File: src/hall_cond_pkg.sv
// constants shared by the output conditioning datapath and its register file
// assumes one 10 MHz clock and a decoded command port in front of it
package hall_cond_pkg;

   // ----------------------------------------------------------------
   // widths
   // ----------------------------------------------------------------
   localparam int SAMPLE_W = 14;
   localparam int GAIN_W   = 14;
   localparam int OFFS_W   = 11;
   localparam int LOW_W    = 10;
   localparam int HIGH_W   = 11;
   localparam int OUT_W    = 12;
   localparam int PROD_W   = SAMPLE_W + GAIN_W;
   localparam int SCALE_W  = PROD_W - 10;
   localparam int SUM_W    = 20;
   localparam int ADDR_W   = 3;
   localparam int DATA_W   = 14;

   // ----------------------------------------------------------------
   // scaling: output code lsb is one 4096th of the supply
   // ----------------------------------------------------------------
   localparam int PROD_SHIFT = 10;
   localparam int OFFS_SHIFT = 2;
   localparam int CLMP_SHIFT = 1;
   localparam logic signed [SUM_W-1:0] FULL_SPAN = 20'sh01000;
   localparam logic signed [SUM_W-1:0] OUT_MAX   = 20'sh00fff;
   localparam logic signed [SUM_W-1:0] OUT_MIN   = 20'sh00000;
   localparam logic signed [GAIN_W-1:0] GAIN_UNITY = 14'sh0800;

   // ----------------------------------------------------------------
   // register indexes on the command port
   // ----------------------------------------------------------------
   localparam logic [ADDR_W-1:0] IDX_GAIN   = 3'h0;
   localparam logic [ADDR_W-1:0] IDX_OFFSET = 3'h1;
   localparam logic [ADDR_W-1:0] IDX_LOW    = 3'h2;
   localparam logic [ADDR_W-1:0] IDX_HIGH   = 3'h3;
   localparam logic [ADDR_W-1:0] IDX_LOCK   = 3'h4;
   localparam logic [ADDR_W-1:0] IDX_SAMPLE = 3'h5;

   // ----------------------------------------------------------------
   // reset values
   // ----------------------------------------------------------------
   localparam logic signed [GAIN_W-1:0] GAIN_RST   = 14'sh0800;
   localparam logic signed [OFFS_W-1:0] OFFSET_RST = 11'sh200;
   localparam logic [LOW_W-1:0]         LOW_RST    = 10'h000;
   localparam logic [HIGH_W-1:0]        HIGH_RST   = 11'h7ff;

endpackage : hall_cond_pkg

File: src/hall_output_conditioning.sv
// output conditioning of a programmable linear field sensor: settings,
// permanent lock, raw sample readout and the gain/offset/limit datapath
// assumes the supply-modulation telegram is decoded outside into one-cycle
// commands, and the nonvolatile lock cell is reached through nv_lock_*
//
// Function
// (RQ1) The raw sample is multiplied by a signed gain covering -4 to +4 in 1/2048 steps.
// (RQ2) A unity gain moves the output one full supply span per 2048 sample counts.
// (RQ3) The zero-field offset is added so a zero sample yields the offset.
// (RQ4) With a negative offset the output never exceeds offset plus full span; the lower limit, applied after this ceiling, wins when it lies above it.
// (RQ5) The output never falls below the lower output limit.
// (RQ6) The output never rises above the upper output limit; when the limits cross, the lower limit is applied last and wins.
// (RQ7) Once locked every setting is frozen and all commands are ignored; here a reset still returns the settings to their reset values.
// (RQ8) The lock bit never returns to zero through any write or reset; permanent_lock_bit_r clears in reset, reloads from nv_lock_in.
// (RQ9) A locked device answers neither writes nor reads, raw sample included.
// (RQ10) The raw 14-bit sample before any processing is readable.
// (RQ11) Before lock the settings may be rewritten any number of times.
// (RQ12) The programmer reads two calibration samples and writes computed gain and offset.
// (RQ13) The programmer finishes calibration with the lock command.
// (RQ14) Processing runs gain, then offset, then limits, then output.
// (RQ15) Intermediate results saturate at the output range instead of wrapping.
`timescale 1ns/1ps
`default_nettype none
module hall_output_conditioning
   import hall_cond_pkg::*;
(
   input  wire logic                       clk,
   input  wire logic                       resetn,
   input  wire logic                       sample_valid,
   input  wire logic signed [SAMPLE_W-1:0] sample_in,
   input  wire logic                       cmd_valid,
   input  wire logic                       cmd_write,
   input  wire logic [ADDR_W-1:0]          cmd_addr,
   input  wire logic [DATA_W-1:0]          cmd_wdata,
   input  wire logic                       nv_lock_in,
   output var  logic                       rsp_valid_r,
   output var  logic [DATA_W-1:0]          rsp_data_r,
   output var  logic                       nv_lock_prog_r,
   output var  logic                       locked_r,
   output var  logic [OUT_W-1:0]           out_code_r,
   output var  logic                       out_valid_r
);

   // ----------------------------------------------------------------
   // state
   // ----------------------------------------------------------------
   logic signed [GAIN_W-1:0]   gain_factor_r;
   logic signed [OFFS_W-1:0]   zero_field_offset_r;
   logic [LOW_W-1:0]           lower_output_limit_r;
   logic [HIGH_W-1:0]          upper_output_limit_r;
   logic                       permanent_lock_bit_r;
   logic signed [SAMPLE_W-1:0] raw_field_sample_r;
   logic                       boot_done_r;
   logic                       cmd_ok;
   logic                       wr_ok;
   logic                       lock_set;
   logic signed [SCALE_W-1:0]  scaled_r;
   logic                       scaled_vld_r;
   logic [OUT_W-1:0]           out_code;
   logic [DATA_W-1:0]          rd_data;

   // commands count only after the stored lock state has been loaded
   assign cmd_ok   = cmd_valid && boot_done_r && !permanent_lock_bit_r; // RQ7 RQ9
   assign wr_ok    = cmd_ok && cmd_write;
   assign lock_set = wr_ok && cmd_addr == IDX_LOCK && cmd_wdata[0];

   function automatic logic hits(input logic [ADDR_W-1:0] a, input logic [ADDR_W-1:0] idx);
      hits = (a == idx);
   endfunction

   // ----------------------------------------------------------------
   // lock and boot
   // ----------------------------------------------------------------
   // the flop clears on reset but is reloaded from the nonvolatile cell on
   // the first edge after release; commands are held off until then
   always_ff @(posedge clk or negedge resetn) begin
      if (!resetn) begin
         boot_done_r <= 1'b0;
      end else begin
         boot_done_r <= 1'b1;
      end
   end

   always_ff @(posedge clk or negedge resetn) begin
      if (!resetn) begin
         permanent_lock_bit_r <= 1'b0;
      end else if (!boot_done_r) begin
         permanent_lock_bit_r <= nv_lock_in; // RQ8
      end else if (lock_set) begin
         permanent_lock_bit_r <= 1'b1; // RQ8
      end
   end

   always_ff @(posedge clk or negedge resetn) begin
      if (!resetn) begin
         nv_lock_prog_r <= 1'b0;
         locked_r       <= 1'b0;
      end else begin
         nv_lock_prog_r <= lock_set;
         locked_r       <= permanent_lock_bit_r || lock_set;
      end
   end

   // ----------------------------------------------------------------
   // settings
   // ----------------------------------------------------------------
   // no write counter: rewrites are unlimited until lock
   always_ff @(posedge clk or negedge resetn) begin
      if (!resetn) begin
         gain_factor_r        <= GAIN_RST;
         zero_field_offset_r  <= OFFSET_RST;
         lower_output_limit_r <= LOW_RST;
         upper_output_limit_r <= HIGH_RST;
      end else if (wr_ok) begin // RQ11
         if (hits(cmd_addr, IDX_GAIN)) begin
            gain_factor_r <= $signed(cmd_wdata[GAIN_W-1:0]);
         end
         if (hits(cmd_addr, IDX_OFFSET)) begin
            zero_field_offset_r <= $signed(cmd_wdata[OFFS_W-1:0]);
         end
         if (hits(cmd_addr, IDX_LOW)) begin
            lower_output_limit_r <= cmd_wdata[LOW_W-1:0];
         end
         if (hits(cmd_addr, IDX_HIGH)) begin
            upper_output_limit_r <= cmd_wdata[HIGH_W-1:0];
         end
      end
   end

   // ----------------------------------------------------------------
   // raw sample
   // ----------------------------------------------------------------
   always_ff @(posedge clk or negedge resetn) begin
      if (!resetn) begin
         raw_field_sample_r <= '0;
      end else if (sample_valid) begin
         raw_field_sample_r <= sample_in; // RQ10
      end
   end

   // ----------------------------------------------------------------
   // answers
   // ----------------------------------------------------------------
   always_comb begin
      rd_data = '0;
      unique case (cmd_addr)
         IDX_GAIN:   rd_data = DATA_W'(unsigned'(gain_factor_r));
         IDX_OFFSET: rd_data = {{(DATA_W-OFFS_W){1'b0}}, zero_field_offset_r};
         IDX_LOW:    rd_data = {{(DATA_W-LOW_W){1'b0}}, lower_output_limit_r};
         IDX_HIGH:   rd_data = {{(DATA_W-HIGH_W){1'b0}}, upper_output_limit_r};
         IDX_LOCK:   rd_data = {{(DATA_W-1){1'b0}}, permanent_lock_bit_r};
         IDX_SAMPLE: rd_data = DATA_W'(unsigned'(raw_field_sample_r)); // RQ10
         default:    rd_data = '0;
      endcase
   end

   // every accepted command is answered once; writes echo zero data
   always_ff @(posedge clk or negedge resetn) begin
      if (!resetn) begin
         rsp_valid_r <= 1'b0;
         rsp_data_r  <= '0;
      end else begin
         rsp_valid_r <= cmd_ok; // RQ9
         if (cmd_ok) begin
            rsp_data_r <= cmd_write ? '0 : rd_data;
         end
      end
   end

   // ----------------------------------------------------------------
   // datapath
   // ----------------------------------------------------------------
   hall_gain_mult u_mult (
      .clk          (clk),
      .resetn       (resetn),
      .sample_valid (sample_valid),
      .sample       (sample_in),
      .gain         (gain_factor_r),
      .scaled_r     (scaled_r),
      .scaled_vld_r (scaled_vld_r)
   );

   hall_out_limit u_limit (
      .scaled   (scaled_r),
      .offset   (zero_field_offset_r),
      .low_lim  (lower_output_limit_r),
      .high_lim (upper_output_limit_r),
      .out_code (out_code)
   );

   // output keeps its last value between samples
   always_ff @(posedge clk or negedge resetn) begin
      if (!resetn) begin
         out_code_r  <= '0;
         out_valid_r <= 1'b0;
      end else begin
         out_valid_r <= scaled_vld_r; // RQ14
         if (scaled_vld_r) begin
            out_code_r <= out_code;
         end
      end
   end

   // ----------------------------------------------------------------
   // checks
   // ----------------------------------------------------------------
   chk_lock_stays_set : assert property ( // RQ8
      @(posedge clk) disable iff (!resetn)
      permanent_lock_bit_r |=> permanent_lock_bit_r [*3])
      else $error("lock bit returned to zero");

   chk_locked_freeze : assert property ( // RQ7
      @(posedge clk) disable iff (!resetn)
      permanent_lock_bit_r |=> $stable(gain_factor_r) && $stable(zero_field_offset_r)
         && $stable(lower_output_limit_r) && $stable(upper_output_limit_r))
      else $error("setting changed while locked");

   chk_locked_silent : assert property ( // RQ9
      @(posedge clk) disable iff (!resetn)
      permanent_lock_bit_r && cmd_valid |=> !rsp_valid_r)
      else $error("locked device answered a command");

   chk_read_answer : assert property ( // RQ10
      @(posedge clk) disable iff (!resetn)
      cmd_ok && !cmd_write && cmd_addr == IDX_SAMPLE
      |=> rsp_valid_r && rsp_data_r == DATA_W'(unsigned'($past(raw_field_sample_r))))
      else $error("raw sample read returned wrong data");

   chk_gain_rewrite : assert property ( // RQ11
      @(posedge clk) disable iff (!resetn)
      wr_ok && cmd_addr == IDX_GAIN
      |=> gain_factor_r == $signed($past(cmd_wdata)))
      else $error("unlocked gain write not taken");

   chk_sample_latency : assert property ( // RQ14
      @(posedge clk) disable iff (!resetn)
      sample_valid |-> ##2 out_valid_r)
      else $error("output not produced two cycles after sample");

   chk_lower_limit : assert property ( // RQ5
      @(posedge clk) disable iff (!resetn)
      out_valid_r |-> out_code_r >= OUT_W'({$past(lower_output_limit_r), 1'b0}))
      else $error("output below lower limit");

   chk_upper_limit : assert property ( // RQ6
      @(posedge clk) disable iff (!resetn)
      out_valid_r && $past(lower_output_limit_r) <= $past(upper_output_limit_r)
      |-> out_code_r <= OUT_W'({$past(upper_output_limit_r), 1'b0}))
      else $error("output above upper limit");

   chk_neg_offset_ceiling : assert property ( // RQ4
      @(posedge clk) disable iff (!resetn)
      out_valid_r && $past(zero_field_offset_r) < 0 && $past(lower_output_limit_r) == 0
      |-> $signed({8'h00, out_code_r}) <=
          (SUM_W'($past(zero_field_offset_r)) <<< OFFS_SHIFT) + FULL_SPAN)
      else $error("output above negative offset ceiling");

   chk_zero_sample_offset : assert property ( // RQ3
      @(posedge clk) disable iff (!resetn)
      sample_valid && sample_in == 0 && zero_field_offset_r >= 0
         && lower_output_limit_r == 0 && upper_output_limit_r == HIGH_RST
         ##1 ($stable(zero_field_offset_r) && $stable(lower_output_limit_r)
         && $stable(upper_output_limit_r))
      |=> out_code_r == OUT_W'(unsigned'($past(zero_field_offset_r)) << OFFS_SHIFT))
      else $error("zero sample did not give the offset");

   chk_lock_program : assert property ( // RQ8
      @(posedge clk) disable iff (!resetn)
      lock_set |=> nv_lock_prog_r && permanent_lock_bit_r && locked_r)
      else $error("lock command did not set and program the lock");

   chk_boot_reload : assert property ( // RQ8
      @(posedge clk) disable iff (!resetn)
      $rose(boot_done_r) |-> permanent_lock_bit_r == $past(nv_lock_in))
      else $error("lock bit not reloaded from the cell");

   chk_locked_level : assert property ( // RQ7
      @(posedge clk) disable iff (!resetn)
      permanent_lock_bit_r |=> locked_r)
      else $error("locked output does not follow the lock bit");

   chk_write_answer : assert property ( // RQ11
      @(posedge clk) disable iff (!resetn)
      wr_ok |=> rsp_valid_r && rsp_data_r == '0)
      else $error("accepted write not answered with zero");

   chk_raw_capture : assert property ( // RQ10
      @(posedge clk) disable iff (!resetn)
      sample_valid |=> raw_field_sample_r == $past(sample_in))
      else $error("raw sample not captured");

   chk_output_hold : assert property ( // RQ14
      @(posedge clk) disable iff (!resetn)
      !out_valid_r |-> $stable(out_code_r))
      else $error("output code changed without a result");

   cov_lock_set    : cover property (@(posedge clk) disable iff (!resetn) lock_set);
   cov_sample_read : cover property (@(posedge clk) disable iff (!resetn)
      cmd_ok && !cmd_write && cmd_addr == IDX_SAMPLE);
   cov_upper_clamp : cover property (@(posedge clk) disable iff (!resetn)
      out_valid_r && out_code_r == OUT_W'({upper_output_limit_r, 1'b0}));
   cov_locked_cmd  : cover property (@(posedge clk) disable iff (!resetn)
      permanent_lock_bit_r && cmd_valid);
   cov_neg_offset  : cover property (@(posedge clk) disable iff (!resetn)
      out_valid_r && zero_field_offset_r < 0);

endmodule // hall_output_conditioning
`default_nettype wire

File: src/hall_gain_mult.sv
// registered multiply of the raw sample by the gain factor
// assumes sample and gain are stable in the cycle sample_valid is high
`timescale 1ns/1ps
`default_nettype none
module hall_gain_mult
   import hall_cond_pkg::*;
(
   input  wire logic                       clk,
   input  wire logic                       resetn,
   input  wire logic                       sample_valid,
   input  wire logic signed [SAMPLE_W-1:0] sample,
   input  wire logic signed [GAIN_W-1:0]   gain,
   output var  logic signed [SCALE_W-1:0]  scaled_r,
   output var  logic                       scaled_vld_r
);

   // ----------------------------------------------------------------
   // multiplier
   // ----------------------------------------------------------------
   // gain lsb is 1/2048 of unity, so product >>> 10 gives 4096 codes per 2048 counts
   logic signed [PROD_W-1:0] prod;
   assign prod = sample * gain; // RQ1

   always_ff @(posedge clk or negedge resetn) begin
      if (!resetn) begin
         scaled_r     <= '0;
         scaled_vld_r <= 1'b0;
      end else begin
         scaled_vld_r <= sample_valid;
         if (sample_valid) begin
            scaled_r <= SCALE_W'(prod >>> PROD_SHIFT); // RQ2
         end
      end
   end

   // ----------------------------------------------------------------
   // checks
   // ----------------------------------------------------------------
   chk_unity_gain_scale : assert property ( // RQ2
      @(posedge clk) disable iff (!resetn)
      sample_valid && gain == GAIN_UNITY
      |=> scaled_r == SCALE_W'($signed($past(sample)) * 2))
      else $error("unity gain does not double the sample");

endmodule // hall_gain_mult
`default_nettype wire

File: src/hall_out_limit.sv
// combinational offset add, negative offset ceiling, clamps and saturation
// assumes the caller registers the result
`timescale 1ns/1ps
`default_nettype none
module hall_out_limit
   import hall_cond_pkg::*;
(
   input  wire logic signed [SCALE_W-1:0] scaled,
   input  wire logic signed [OFFS_W-1:0]  offset,
   input  wire logic [LOW_W-1:0]          low_lim,
   input  wire logic [HIGH_W-1:0]         high_lim,
   output var  logic [OUT_W-1:0]          out_code
);

   // ----------------------------------------------------------------
   // add, limit, saturate
   // ----------------------------------------------------------------
   logic signed [SUM_W-1:0] offs_c;
   logic signed [SUM_W-1:0] sum;
   logic signed [SUM_W-1:0] ceil_c;
   logic signed [SUM_W-1:0] low_c;
   logic signed [SUM_W-1:0] high_c;
   logic signed [SUM_W-1:0] lim;

   always_comb begin
      offs_c = SUM_W'(offset) <<< OFFS_SHIFT;
      sum    = SUM_W'(scaled) + offs_c; // RQ3 RQ14
      low_c  = $signed({{(SUM_W-LOW_W){1'b0}}, low_lim}) <<< CLMP_SHIFT;
      high_c = $signed({{(SUM_W-HIGH_W){1'b0}}, high_lim}) <<< CLMP_SHIFT;
      ceil_c = (offset < 0) ? (offs_c + FULL_SPAN) : OUT_MAX; // RQ4
      lim    = sum;
      if (lim > ceil_c) begin
         lim = ceil_c; // RQ4
      end
      if (lim > high_c) begin
         lim = high_c; // RQ6
      end
      // lower limit applied last so it wins when limits cross
      if (lim < low_c) begin
         lim = low_c; // RQ5
      end
      if (lim > OUT_MAX) begin
         lim = OUT_MAX; // RQ15
      end else if (lim < OUT_MIN) begin
         lim = OUT_MIN; // RQ15
      end
      out_code = lim[OUT_W-1:0];
   end

endmodule // hall_out_limit
`default_nettype wire

File: config.mk
export PLATFORM = sky130hd
export DESIGN_NAME = hall_output_conditioning
export DESIGN_NICKNAME = d
export VERILOG_FILES = /design/src/hall_cond_pkg.sv /design/src/hall_output_conditioning.sv /design/src/hall_gain_mult.sv /design/src/hall_out_limit.sv
export SDC_FILE = /design/constraint.sdc
export NUM_CORES = 1
export LEC_CHECK = 0
export BUFFER_PORTS_ARGS = -buffer_cell sky130_fd_sc_hd__buf_2
export CORE_MARGIN = 4
export CORE_UTILIZATION = 50
export DETAILED_ROUTE_END_ITERATION = 6
export PLACE_DENSITY = 0.67
export SETUP_SLACK_MARGIN = 0.15
export SYNTH_ARGS = -nofsm -noshare
export SYNTH_HDL_FRONTEND = slang
export SYNTH_SLANG_ARGS = --single-unit
export TNS_END_PERCENT = 5
File: constraint.sdc
create_clock -name clk -period 9.27 [get_ports clk]
set_input_delay 0.927 -clock clk [delete_from_list [all_inputs] [get_ports clk]]
set_output_delay 0.927 -clock clk [all_outputs]
set_load 0.02 [all_outputs]
==> run metrics <==
global-route usage over all layers 0.232; cell accounting for the most synthesized area fa_1; wire per inst around 19 µm; average cell area after synthesis 9.71 µm²; number of distinct library cells after synthesis 74; number of vias per cell after detailed routing ~5.6; CTS Root Buffer Type clkbuf_16; slew of the pin with the lowest slew margin approximately 1.2 ns; area overhead of the layout relative to synthesis 7.26%; initial core utilization 0.509; total instance count after detailed placement ~1.8k; buffers inserted during post-CTS setup optimization 0; net switching power between 2 and 3 mW; initial antenna violation count 0; vertical die dimension approximately 170 µm; wire length of the first global-routing pass between 50000 and 60000 µm; total CTS buffers 9; synthesis warning total 0; number of vias in the routed layout between 10k and 15k; Crit Path Max Fanout 13; Clock Power Share 0.075; Top FF cell, synth dfrtp_1; final weighted congestion in routability-driven placement approximately 0.92; number of nets produced by synthesis ~1.8k; Period minus WS final around 8.4 ns; cts-stage hold buffer count 0; path type of the worst setup path register to register; power density over the cells approximately 350 mW/mm²; Final setup violation count 0; clock latency reported for the late side of the worst-skew pair between 0.3 and 0.4 ns; Critical Path Slowest Stage Cell fa_1; total of flip-flops plus latches after synthesis 111; via count of the first global-routing pass around 11k; cell-internal power about 2.7 mW; endpoint of the most critical setup path out_code_r[6]; residual antenna-violating net count after detailed routing 0; static leakage around 7.3 nW; VDD IR-drop max 0.204 mV; std cell rows 60; Final Routed Wirelength 33600 µm; worst r2r src zero_field_offset_r[0]; RSZ-0062 raised after global routing no; power share of the combinational group 0.776; Port Buffer Count 66; Hold Crit Class register to register; post-synth design cell area 0.0138 mm²; register cell area after layout around 0.0028 mm²; launch point of the critical path zero_field_offset_r[0]; most frequent cell on the critical path o21ai_0; antenna cell count 0; Yosys top cell area share 0.284; Mapped Cells between 1k and 1.5k; number of nets at the end of the flow 1791; area of combinational cells with multiple inputs around 0.01 mm²; clock tree from TritonCTS done; share of flip-flops with an asynchronous set or reset 1.00; number of cells traversed by the worst register-to-register path 45; Worst Skew 0.0108 ns; non-filler instance count after layout 1793; worst slew margin relative to its limit 0.170; number of max-slew violations in the final report 0; data required time of the worst path 9.50 ns; Flop pwr share 0.148; number of max-capacitance violations reported 0; Critical R2R Capture out_code_r[6]; clock slew seen by the registers of the worst setup and hold paths roughly 0.08 ns; Overall Power roughly 5.2 mW; kind of end point of the critical path register; number of flops mapped to enable cells by yosys 0; reg-to-reg slack, setup approximately 0.84 ns; fraction of the cycle the final worst path needs 0.910; Worst EP arrival roughly 8.7 ns; total negative setup slack 0 ns; Hold Vio Cnt, Final 0; standard cell core area roughly 0.027 mm²; number of remaining DRC errors 0; CTS-repair resized insts 0; most frequent cell after synthesis inv_1; area of placed instances approximately 0.014 mm²; peak per-stage delay on the critical path slightly above 0.4 ns; share of post-route cells with drive strength above 1 0.134; io pins 67; die area a little over 0.03 mm²; largest cells by area after synthesis fa_1, dfrtp_1, ha_1; Filler Cell Count approximately 2.5k; fraction of power spent switching nets 0.488; post-route design area ~0.015 mm²; H-tree lvl count 3; clock tree sinks approximately 110; Detail Placement HPWL 27000 µm; die boundary width around 170 µm; run status finished clean; f_max roughly 0.12 GHz; most common library cells after synthesis inv_1, fa_1, nand2_1; TritonRoute pass-1 iters 5; sequential cell area fraction in the yosys report 0.203; first-iteration detailed-routing DRC count 700; type of element launching the critical path register; pin count of the biggest net entering global routing between 60 and 70; Clock Path Buffers 2; leftover overflow at the end of global routing 0
==> stage by stage <==
stage | worst slack, ns | util | hold WS [ns]
after CTS | 0.393 | 0.542 | 0.476
after global placement | 0.836 | 0.531 | 0.452
after global routing | 0.129 | 0.546 | 0.497
after detailed placement | 0.462 | 0.531 | 0.455
final | 0.836 | 0.546 | 0.469
after floorplan | 1.41 | - | 0.352
==> flip-flops by register name (all words and copies together), names as in the netlist <==
signal	count
boot_done_r	1
gain_factor_r	14
locked_r	1
lower_output_limit_r	10
nv_lock_prog_r	1
out_code_r	12
out_valid_r	1
permanent_lock_bit_r	1
raw_field_sample_r	14
rsp_data_r	14
rsp_valid_r	1
u_mult.scaled_r	18
u_mult.scaled_vld_r	1
upper_output_limit_r	11
zero_field_offset_r	11
==> logic make-up after synthesis <==
group                      count (synthesis)  share of synthesized area
DFF                                      111                      0.203
adders and majority gates                308                      0.386
AOI/OAI and AO/OA                        223                      0.109
xor gates and xnor gates                  35                     0.0233
and+or+nand+nor                          378                      0.136
muxes                                     74                     0.0630
buffers and inverters                    287                     0.0791
other                                      1                   0.000273
==> layout by cell type, fill, tap and decap left out, drive strengths merged, types with 4 or more instances in the layout <==
cell type and count:
o211ai 6, nor3 11, buf 74, xor2 6
a21o 14, ha 112, and3 6, o21ai 67
xnor2 28, a211oi 7, mux2 51, nor2 45
o21a 9, mux4 5, inv 235, a22o 5
dfrtp 98, nand4 8, clkbuf 10, fa 195
and2 87, nand2b 21, a31oi 10, mux2i 18
a21oi 45, a22oi 13, a221oi 6, nand3 14
or2 6, o21bai 4, o31ai 7, dfstp 13
nand2 153, o22ai 5, nor2b 17
==> metal layers <==
layer / GRT usage / up-vias / part of all wire
met1: 0.330 / 5209 / 0.46
met2: 0.395 / 208 / 0.49
met3: 0.0238 / 33 / 0.041
met5: 0 / - / 0
met4: 0.0376 / 0 / 0.011
li1: - / 4659 / -
==> worst min path at each step <==
stage / from / to / slack, ns / cells past startpoint
global placement: permanent_lock_bit_r / locked_r / 0.45 / 1
floorplan: u_mult.scaled_vld_r / out_valid_r / 0.35 / 0
finish: permanent_lock_bit_r / locked_r / 0.47 / 1
global route: rsp_data_r[0] / rsp_data_r[0] / 0.50 / 2
CTS: permanent_lock_bit_r / locked_r / 0.48 / 1
detailed placement: permanent_lock_bit_r / locked_r / 0.46 / 1
==> final cells by class <==
class	count	area share
clock buffers	10	0.0162
clock inverters	6	0.00390
inverters	232	0.0590
multi-input cells	1019	0.676
flip-flops and latches	111	0.189
well taps	341	0.0289
repair buffers	74	0.0269
==> critical path, delay by kind of cell, from the launching register on <==
family / cells / cell delay, ns
buf+inv: 4 / 0.50
mux: 1 / 0.33
compound gates: 17 / 2.64
flops: 1 / 0.40
simple gates: 16 / 2.36
xor+xnor: 1 / 0.16
fa+ha+maj: 6 / 1.91
==> power groups by stage <==
stage | logic [mW] | registers [mW] | clock network (mW)
floorplan | 3.15 | 0.738 | 0
global placement | 3.95 | 0.779 | 0
detailed placement | 4.01 | 0.781 | 0
CTS | 4.03 | 0.773 | 0.399
global route | 4.69 | 0.787 | 0.420
finish | 4.05 | 0.774 | 0.393
(Power assumes the default switching activity.)
